### src/shared/lpm_pkg.sv
// Purpose: shared constants and types for the indicator pin multiplexer
// Assumes: one core clock, synchronous active high reset
// Notes: register map is a small apb window of our own
package lpm_pkg;

  // ==========================================================
  // register offsets (byte addresses)
  localparam logic [11:0] LPM_WAKE_CTRL_OFF = 12'h000;
  localparam logic [11:0] LPM_STRAP_STAT_OFF = 12'h004;
  localparam logic [11:0] LPM_PIN_STAT_OFF = 12'h008;

  // ==========================================================
  // field positions in the wake control/status register
  localparam int LPM_LAMP1_SEL_POS = 0;
  localparam int LPM_LAMP2_SEL_POS = 2;
  localparam int LPM_WAKE_PIN_POS = 4;

  // ==========================================================
  // reset values
  localparam logic [5:0] LPM_WAKE_CTRL_RST = 6'h00;

  // ==========================================================
  // cycles from reset release to the strap sample
  localparam int LPM_STRAP_SETTLE_CYC = 2;

  // function select of one indicator pin
  typedef enum logic [1:0] {
    LPM_FN_ACTIVITY = 2'h0,
    LPM_FN_SPEED = 2'h1,
    LPM_FN_IRQ = 2'h2,
    LPM_FN_WAKE = 2'h3
  } lpm_fn_e;

  // where the wake event is also sent besides lamps
  typedef enum logic [1:0] {
    LPM_WAKE_NONE = 2'h0,
    LPM_WAKE_RXD2 = 2'h1
  } lpm_wake_e;

  // strap sampler state
  typedef enum logic [1:0] {
    LPM_ST_WAIT = 2'h0,
    LPM_ST_SAMPLE = 2'h1,
    LPM_ST_HELD = 2'h3
  } lpm_strap_st_e;

  // apb request bundle
  typedef struct packed {
    logic psel;
    logic penable;
    logic pwrite;
    logic [11:0] paddr;
    logic [31:0] pwdata;
  } lpm_apb_req_s;

  // status sources from the core
  typedef struct packed {
    logic activity;
    logic speed;
    logic irq_pend;
    logic wake_evt;
  } lpm_src_s;

endpackage

### src/design/lpm_strap_latch.sv
// Purpose: synchronise and hold the interrupt pin select strap
// Assumes: strap pin is asynchronous to mclk
// Notes: value is frozen until the next system reset
`timescale 1ns/1ns
module lpm_strap_latch
  import lpm_pkg::*;
(
  input wire logic mclk,
  input wire logic sys_rst,
  input wire logic strap_pin,
  output logic strap_held_q,
  output logic strap_valid_q
);

  // ==========================================================
  // two-stage synchroniser
  logic sync1_q; // first stage, read only by the second
  logic sync2_q; // safe copy
  logic [1:0] cnt_q; // settle counter
  lpm_strap_st_e st_q;

  // synchroniser flops, reset to the pulled-up default
  always_ff @(posedge mclk) begin
    if (sys_rst) begin
      sync1_q <= 1'b1;
      sync2_q <= 1'b1;
    end else begin
      sync1_q <= strap_pin;
      sync2_q <= sync1_q;
    end
  end

  // ==========================================================
  // sample once after release, then hold
  // sample then hold
  always_ff @(posedge mclk) begin
    if (sys_rst) begin
      st_q <= LPM_ST_WAIT;
      cnt_q <= 2'h0;
      strap_held_q <= 1'b1;
      strap_valid_q <= 1'b0;
    end else begin
      case (st_q)
        LPM_ST_WAIT: begin
          // wait until the synchroniser carries the post-reset level
          if (cnt_q == 2'(LPM_STRAP_SETTLE_CYC - 1)) begin
            st_q <= LPM_ST_SAMPLE;
          end
          cnt_q <= cnt_q + 2'h1;
        end
        LPM_ST_SAMPLE: begin
          strap_held_q <= sync2_q;
          strap_valid_q <= 1'b1;
          st_q <= LPM_ST_HELD;
        end
        LPM_ST_HELD: begin
          st_q <= LPM_ST_HELD;
        end
        default: begin
          st_q <= LPM_ST_WAIT;
        end
      endcase
    end
  end

endmodule

### src/design/lpm_pin_mux.sv
// Purpose: output function multiplexer for two lamps and the shared irq pin
// Assumes: apb slave on mclk, sources synchronous to mclk
// Notes: strap pin is sampled after every system reset
//
// Notes on behaviour
// - lamp one function from its select field
// - lamp two function from its own field
// - interrupt output low while pending
// - interrupt defaults to the shared pin
// - interrupt may go to either lamp
// - wake event output low when signalled
// - wake event to lamp one, two, rxd2
// - strap high or floating gives interrupt
// - strap low gives tx error/symbol bit
// - straps sampled and held every reset
`timescale 1ns/1ns
module lpm_pin_mux
  import lpm_pkg::*;
(
  input wire logic mclk,
  input wire logic sys_rst,
  // apb slave
  input wire logic psel,
  input wire logic penable,
  input wire logic pwrite,
  input wire logic [11:0] paddr,
  input wire logic [31:0] pwdata,
  input wire logic [3:0] pstrb,
  output logic [31:0] prdata,
  output logic pready,
  output logic pslverr,
  // status sources from the core
  input wire logic link_activity,
  input wire logic link_speed,
  input wire logic irq_pending,
  input wire logic wake_event,
  // transmit error / symbol bit from the mac side
  input wire logic tx_err_mac,
  input wire logic tx_symbol_bit_four,
  input wire logic symbol_mode,
  // receive data bit 2 from the receive path
  input wire logic rxd2_data,
  // strap pin (asynchronous)
  input wire logic irq_pin_select_strap,
  // pins
  output logic status_lamp_one,
  output logic status_lamp_two,
  output logic irq_out_low,
  output logic irq_shared_oe,
  output logic rxd2_pin,
  output logic tx_err_core,
  output logic tx_sym4_core
);

  // ==========================================================
  // declarations
  lpm_apb_req_s req; // bundled bus request
  lpm_src_s src; // bundled status sources
  logic [5:0] wake_ctrl_status_reg_q; // software selects
  logic [1:0] fn_sel [2]; // per-lamp selects
  logic [1:0] lamp_d; // next lamp levels
  logic [1:0] lamp_q; // registered lamp levels
  logic strap_held; // held strap level
  logic strap_valid; // strap has been sampled
  logic irq_n; // active-low interrupt
  logic wake_n; // active-low wake event
  logic [31:0] rdata_d; // next read data
  logic hit; // address decodes
  logic acc; // access phase
  logic tx_err_d; // next tx error into core
  logic tx_sym4_d; // next symbol bit into core

  assign req = '{psel: psel, penable: penable, pwrite: pwrite,
                 paddr: paddr, pwdata: pwdata};
  assign src = '{activity: link_activity, speed: link_speed,
                 irq_pend: irq_pending, wake_evt: wake_event};

  // ==========================================================
  // strap sampler
  lpm_strap_latch u_strap (
    .mclk(mclk),
    .sys_rst(sys_rst),
    .strap_pin(irq_pin_select_strap),
    .strap_held_q(strap_held),
    .strap_valid_q(strap_valid)
  );

  // ==========================================================
  // active-low event levels
  // low while pending
  assign irq_n = ~src.irq_pend;
  assign wake_n = ~src.wake_evt;

  // ==========================================================
  // apb slave; one wait state, pready is a flop set after the first access cycle
  assign acc = req.psel & req.penable;
  assign hit = (req.paddr == LPM_WAKE_CTRL_OFF) ||
               (req.paddr == LPM_STRAP_STAT_OFF) ||
               (req.paddr == LPM_PIN_STAT_OFF);

  // control register write, low byte lane only carries fields
  always_ff @(posedge mclk) begin
    if (sys_rst) begin
      wake_ctrl_status_reg_q <= LPM_WAKE_CTRL_RST;
    end else if (acc && pready && req.pwrite && pstrb[0] &&
                 req.paddr == LPM_WAKE_CTRL_OFF) begin
      wake_ctrl_status_reg_q <= req.pwdata[5:0];
    end
  end

  // read data mux; unmapped offsets read zero
  always_comb begin
    rdata_d = 32'h0000_0000;
    case (req.paddr)
      LPM_WAKE_CTRL_OFF: begin
        rdata_d[5:0] = wake_ctrl_status_reg_q;
      end
      LPM_STRAP_STAT_OFF: begin
        rdata_d[0] = strap_held;
        rdata_d[1] = strap_valid;
      end
      LPM_PIN_STAT_OFF: begin
        rdata_d[0] = lamp_q[0];
        rdata_d[1] = lamp_q[1];
        rdata_d[2] = irq_out_low;
        rdata_d[3] = irq_shared_oe;
        rdata_d[4] = rxd2_pin;
      end
      default: begin
        rdata_d = 32'h0000_0000;
      end
    endcase
  end

  // one wait state: setup, access, then pready in the next cycle
  always_ff @(posedge mclk) begin
    if (sys_rst) begin
      pready <= 1'b0;
      pslverr <= 1'b0;
      prdata <= 32'h0000_0000;
    end else if (acc && !pready) begin
      pready <= 1'b1;
      pslverr <= ~hit;
      prdata <= req.pwrite ? 32'h0000_0000 : rdata_d;
    end else begin
      pready <= 1'b0;
      pslverr <= 1'b0;
      prdata <= 32'h0000_0000;
    end
  end

  // ==========================================================
  // lamp multiplexer, one slice per lamp
  assign fn_sel[0] = wake_ctrl_status_reg_q[LPM_LAMP1_SEL_POS +: 2];
  assign fn_sel[1] = wake_ctrl_status_reg_q[LPM_LAMP2_SEL_POS +: 2];

  for (genvar i = 0; i < 2; i++) begin : g_lamp
    // per lamp select (lamp one is slice 0)
    always_comb begin
      case (lpm_fn_e'(fn_sel[i]))
        LPM_FN_ACTIVITY: lamp_d[i] = src.activity;
        LPM_FN_SPEED: lamp_d[i] = src.speed;
        LPM_FN_IRQ: lamp_d[i] = irq_n;
        LPM_FN_WAKE: lamp_d[i] = wake_n;
        default: lamp_d[i] = 1'b1;
      endcase
    end
  end

  // lamps registered so pins never glitch on select changes
  always_ff @(posedge mclk) begin
    if (sys_rst) begin
      lamp_q <= 2'h0;
    end else begin
      lamp_q <= lamp_d;
    end
  end
  assign status_lamp_one = lamp_q[0];
  assign status_lamp_two = lamp_q[1];

  // ==========================================================
  // shared interrupt / tx error pin
  // until the strap is known the pin stays released; driving it
  // early could fight a mac that is pulling it low as a tx error
  always_ff @(posedge mclk) begin
    if (sys_rst) begin
      irq_out_low <= 1'b1;
      irq_shared_oe <= 1'b0;
    end else begin
      irq_out_low <= irq_n;
      irq_shared_oe <= strap_valid & strap_held;
    end
  end

  // tx error path into the core, gated off in interrupt mode
  always_comb begin
    tx_err_d = 1'b0;
    tx_sym4_d = 1'b0;
    if (strap_valid && !strap_held) begin
      if (symbol_mode) begin
        tx_sym4_d = tx_symbol_bit_four;
      end else begin
        tx_err_d = tx_err_mac;
      end
    end
  end

  always_ff @(posedge mclk) begin
    if (sys_rst) begin
      tx_err_core <= 1'b0;
      tx_sym4_core <= 1'b0;
    end else begin
      tx_err_core <= tx_err_d;
      tx_sym4_core <= tx_sym4_d;
    end
  end

  // ==========================================================
  // receive data bit 2 pin, optionally carrying the wake event
  always_ff @(posedge mclk) begin
    if (sys_rst) begin
      rxd2_pin <= 1'b0;
    end else begin
      if (lpm_wake_e'(wake_ctrl_status_reg_q[LPM_WAKE_PIN_POS +: 2]) ==
          LPM_WAKE_RXD2) begin
        rxd2_pin <= wake_n;
      end else begin
        rxd2_pin <= rxd2_data;
      end
    end
  end

endmodule

### config.mk
export PLATFORM = sky130hd
export DESIGN_NAME = lpm_pin_mux
export DESIGN_NICKNAME = d
export VERILOG_FILES = /design/src/shared/lpm_pkg.sv /design/src/design/lpm_strap_latch.sv /design/src/design/lpm_pin_mux.sv
export SDC_FILE = /design/constraint.sdc
export NUM_CORES = 1
export LEC_CHECK = 0
export BUFFER_PORTS_ARGS = -buffer_cell sky130_fd_sc_hd__buf_2
export CELL_PAD_IN_SITES_DETAIL_PLACEMENT = 0
export CELL_PAD_IN_SITES_GLOBAL_PLACEMENT = 1
export CORE_AREA = 4 4 73 75
export CTS_CLUSTER_DIAMETER = 120
export CTS_CLUSTER_SIZE = 12
export DETAILED_ROUTE_END_ITERATION = 16
export DIE_AREA = 0 0 77 79
export HOLD_SLACK_MARGIN = 0.12
export PLACE_DENSITY_LB_ADDON = 0.1
export SLEW_MARGIN = 20
export SYNTH_ARGS = -nofsm -noshare
export SYNTH_HDL_FRONTEND = slang
export SYNTH_SLANG_ARGS = --single-unit
### constraint.sdc
create_clock -name mclk -period 2.7 [get_ports mclk]
set_input_delay 0.27 -clock mclk [delete_from_list [all_inputs] [get_ports mclk]]
set_output_delay 0.27 -clock mclk [all_outputs]
set_load 0.1 [all_outputs]
-- Word level (Yosys, flattened, before mapping)
Index checks and enable logic that the tools add are counted.
- register bits: 55
- input bits: 62
- output and inout port bits: 41
- word-level logic and storage cells: 69
- add/subtract/negate cells: 1
- eq/ne operators: 13
- muxes and demuxes: 8
- bitwise logic cells: 9
- reductions and logical operators: 20
- operator list (kind ; number):
    $eq 12x3->1 const B ; 1
    $eq 12x4->1 const B ; 1
    $logic_not 12->1 ; 1
    $eq 2x1->1 const B ; 5
    $eq 2x2->1 const B ; 5
    $reduce_or 3->1 ; 3
    $pmux 1 s4 ; 2
    $not 1->1 ; 7
    $logic_and 1x1->1 ; 6
    $logic_not 2->1 ; 3
    $pmux 2 s3 ; 1
    $pmux 3 s2 ; 1
    $pmux 2 s2 ; 1
    $reduce_or 2->1 ; 2
    $reduce_or 4->1 ; 1
    $add 2x1->2 const B ; 1
    $and 1x1->1 ; 2
    $logic_not 1->1 ; 2
    $logic_or 1x1->1 ; 2
    $mux 1 ; 2
    $mux 2 ; 1
    $ne 2x1->1 const B ; 1

-- Depth between registers and ports, before layout
- depth in word-level cells: 5
- gate-level depth with buffers: 5
- depth with buffers taken out: 4

-- Hierarchy
A second synthesis with hierarchy kept.
- cells, all modules: 145
- area total of the unflattened synthesis: 1410.1 um^2
- by module, submodules not included (module ; times used ; cells an instance ; area an instance (um^2) ; sequential area each (um^2)):
    lpm_pin_mux ; 1 ; 117 ; 1129.8 ; 420.4
    lpm_strap_latch ; 1 ; 28 ; 280.3 ; 160.2

-- Worst setup path after synthesis
Ideal clock, no wire load.
- path type: register to register
- start point: register pready
- end point: register wake_ctrl_status_reg_q[0]
- library setup time: 72 ps
- arrival: 1806 ps
- required time: 2628 ps
- setup slack: 822 ps
- cell stages (with the launch flop): 4
- cells stage by stage: dfxtp_1 -> nand3_1 -> nor4_4 -> mux2i_1
- cells in the longest elaborated chain, start to end: 4
- ends and longest elaborated chain (element ; line ; RTL):
    from (decl) ; lpm_pin_mux.sv:30 ; output logic pready,
    from (signal assigned) ; lpm_pin_mux.sv:138 ; pready <= 1'b0;
    from (signal assigned) ; lpm_pin_mux.sv:142 ; pready <= 1'b1;
    from (signal assigned) ; lpm_pin_mux.sv:146 ; pready <= 1'b0;
    $logic_and 1x1->1 (4 in series) ; lpm_pin_mux.sv:105 ; end else if (acc && pready && req.pwrite && pstrb[0] &&
    to (signal assigned) ; lpm_pin_mux.sv:107 ; wake_ctrl_status_reg_q <= req.pwdata[5:0];
    to (decl) ; lpm_pin_mux.sv:59 ; logic [5:0] wake_ctrl_status_reg_q;
No other way between the ends.
A chain may end at the register's enable or synchronous reset.

-- Worst setup path in the final report
- start point: input paddr[7]
- end point: register wake_ctrl_status_reg_q[1]
- cells in the longest elaborated chain, start to end: 2
- ends and longest elaborated chain (element ; line ; RTL):
    from (decl) ; lpm_pin_mux.sv:26 ; input wire logic [11:0] paddr,
    $logic_not 12->1 ; lpm_pin_mux.sv:106 ; req.paddr == LPM_WAKE_CTRL_OFF) begin
    $logic_and 1x1->1 ; lpm_pin_mux.sv:105 ;
No other way between the ends.

==> results.toml <==
[clocking]
clockBufferDepth = 2
cts_sinks = 29
clkTransAtPathRegs_ps = 60
insertion_delay_ps = 270
cts-root-buf = "clkbuf_8"
postCtsHoldBufs = 0
cts_buffers = 5
cts_tree = "yes"
cts_setup_buffers = 0
cts-resized-gates = 0
cts_max_level = 2

[place]
dp_hpwl_um = 2480
io_buffers = 47
place_area_sq_mm = 0.00152
gp_congestion = 0.758
place_inst = 241
dp_worst_setup_slack_ps = 712

[global_route]
grt_pass1_vias = 1079
antenna_found_initial = 0
grt_use_total = 0.102
overflow = 0
grt_pass1_wl_um = 4830
grt_max_degree = 19

[die]
die_x_um = 77
die-area_sq_mm = 0.00608
fp.dieH_um = 79
start_util = 0.286
ioPinCount = 103
row_count = 25
core_sq_mm = 0.00466

[setup_path]
r2r-end = "prdata[4]"
critPathKind = "primary input to register"
critPathLaunchType = "primary input"
critPathMaxFanout = 6
r2r_cells = 4
critPathLaunch = "paddr[7]"
crit_path_end_kind = "register"
cp_cell_sequence = "buf_2 > or4_4 > nor4_4 > mux2i_1"
cpPeakStageDelay_ps = 660
r2r-start = "pready"
worstSetupEndpoint = "wake_ctrl_status_reg_q[1]"
cp_slowest_cell = "nor4_4"
reg2reg_slack_ps = 1300
required_ps = 2900
critPathArrivalTime_ps = 1850

[final_layout]
drive_above_1_share = 0.309
final_util = 0.345
area_growth_syn_to_layout_pct = 20.8
diodes = 0
final_cells = 248
fin_area_sq_mm = 0.00161
fin_nets = 257
fillers = 490

[yosys]
synth_enable_flop_cells = 0
avgSynthCellArea_sq_um = 9.25
synthArstFlopShare = 0
yosysWarnings = 0
synth_cell_types = 28
ys_seq_area_frac = 0.436
synthCells = 144
syn-cell-area_sq_mm = 0.00133
synth_seq_cells = 29
synth_ff_type = "dfxtp_1"

[power_and_ir_drop]
power_mw = 1.19
p_per_area_mw_per_mm2 = 743
internal_power_mw = 0.742
pwr-share-seq = 0.414
max-vdd-ir-drop_mv = 0.245
p_clk_frac = 0.292
switchingPower_mw = 0.453
switching_share = 0.379
p_comb_frac = 0.294
leakagePower_nw = 0.757

[sta]
fin_skew_ps = 6.12
tns_ps = 0
maxSlewHeadroom = 0.549
clock.fmax_ghz = 0.604
period_share = 0.613
tightest_slew_ps = 671
setup_ws_ps = 1040
min_period_ps = 1660
rsz0062_at_grt = "false"
setup_viol = 0
whs_ps = 175
hold_viol_final = 0
maxSlewViolCount = 0

[run_status]
run_status = "finished, final reports clean"

[min_path]
holdCritPathClass = "primary input to register"
min-delay-start = "symbol_mode"

[drt]
post_drt_wl_per_cell_um = 12.2
drtPass1Iterations = 2
ant_nets = 0
drc = 0
via_count = 1030
drt_wl_total_um = 3020
drtIter0Drc = 32
viasPerCell = 4.15

[flow_run]
cap_violations = 0
==> synth_stat cells (2+ instances only) <==
cell / instances / area share
a211oi_1: 2 / 0.011
a21oi_1: 4 / 0.015
buf_4: 26 / 0.15
clkbuf_1: 3 / 0.0085
dfxtp_1: 29 / 0.44
inv_1: 6 / 0.017
mux2i_1: 11 / 0.083
mux4_2: 2 / 0.034
nand2_1: 12 / 0.034
nand2b_1: 6 / 0.028
nand3_1: 3 / 0.011
nor2_1: 19 / 0.054
nor2b_1: 4 / 0.019
or2_2: 2 / 0.0094
or3_1: 2 / 0.0094
==> final cells by class <==
class | instances | area (sq um) | share of cell area
Clock buffer | 7 | 86.3 | 0.0537
Inverter | 7 | 26.3 | 0.0163
Multi-Input combinational cell | 104 | 613 | 0.381
Sequential cell | 29 | 581 | 0.361
Tap cell | 54 | 67.6 | 0.0420
Timing Repair Buffer | 47 | 235 | 0.146
==> power groups by stage <==
stage / clock network [mW] / logic (mW) / registers [mW]
2_1_floorplan: 0 / 0.280 / 0.550
3_3_place_gp: 0 / 0.348 / 0.503
3_5_place_dp: 0 / 0.351 / 0.504
4_1_cts: 0.363 / 0.352 / 0.495
5_1_grt: 0.383 / 0.376 / 0.501
6_report: 0.349 / 0.351 / 0.494
==> worst min path at each step <==
stage,slack (ps),end,cells past startpoint
3_3_place_gp,390,u_strap.sync2_q,1
4_1_cts,160,tx_err_core,2
6_report,180,tx_err_core,2
3_5_place_dp,390,u_strap.sync2_q,1
5_1_grt,180,tx_err_core,2
2_1_floorplan,330,irq_out_low,1
==> critical path: cells and delay by family <==
kind                   cells  cell delay [ps]
buffers and inverters      1               90
AND/OR/NAND/NOR            2             1230
multiplexers               1              260
==> sequential cells by signal (all words and copies together), names as in the netlist, 2 cells and up <==
| register | flops |
|---|---|
| u_strap.cnt_q | 2 |
| prdata | 6 |
| lamp_q | 2 |
| u_strap.st_q | 2 |
| wake_ctrl_status_reg_q | 6 |
==> layer usage <==
| metal | GRT usage | vias up | part of all wire |
|---|---|---|---|
| li1 | - | 518 | - |
| met5 | 0 | - | 0 |
| met2 | 0.193 | 44 | 0.49 |
| met4 | 0.0320 | 0 | 0.015 |
| met1 | 0.0994 | 463 | 0.39 |
| met3 | 0.0442 | 5 | 0.099 |
==> placed cells by master (no fill, tap or decap) <==
cell,synthesis,routed
and4bb_2,1,1
or4_4,1,1
clkbuf_8,0,6
inv_1,6,6
nand3_1,3,3
xnor2_1,1,1
clkbuf_1,3,1
or4_1,1,1
mux4_2,2,2
nor4_4,1,1
nor2_1,19,19
nand2b_1,6,6
nor4_1,1,1
or2_2,2,2
o211ai_1,1,1
conb_1,1,26
or3_1,2,2
o21ai_0,1,1
dfxtp_1,29,29
clkinv_1,1,1
buf_2,0,47
nor2b_1,4,4
a211oi_1,2,2
nor4b_1,1,1
nor3_1,1,1
a21oi_1,4,4
ha_1,1,1
nand2_1,12,12
mux2i_1,11,11
==> kinds of logic (layout without fill, tap and decap cells) <==
family	Yosys count	after routing	synth area share
DFF	29	29	0.436
AOI/OAI and AO/OA	8	8	0.0357
and+or+nand+nor	55	55	0.219
adders and majority gates	1	1	0.00939
other	1	26	0.00281
buffers and inverters	36	61	0.175
xor gates and xnor gates	1	1	0.00657
muxes	13	13	0.116
Note: power is estimated with default switching activity, not from simulation.
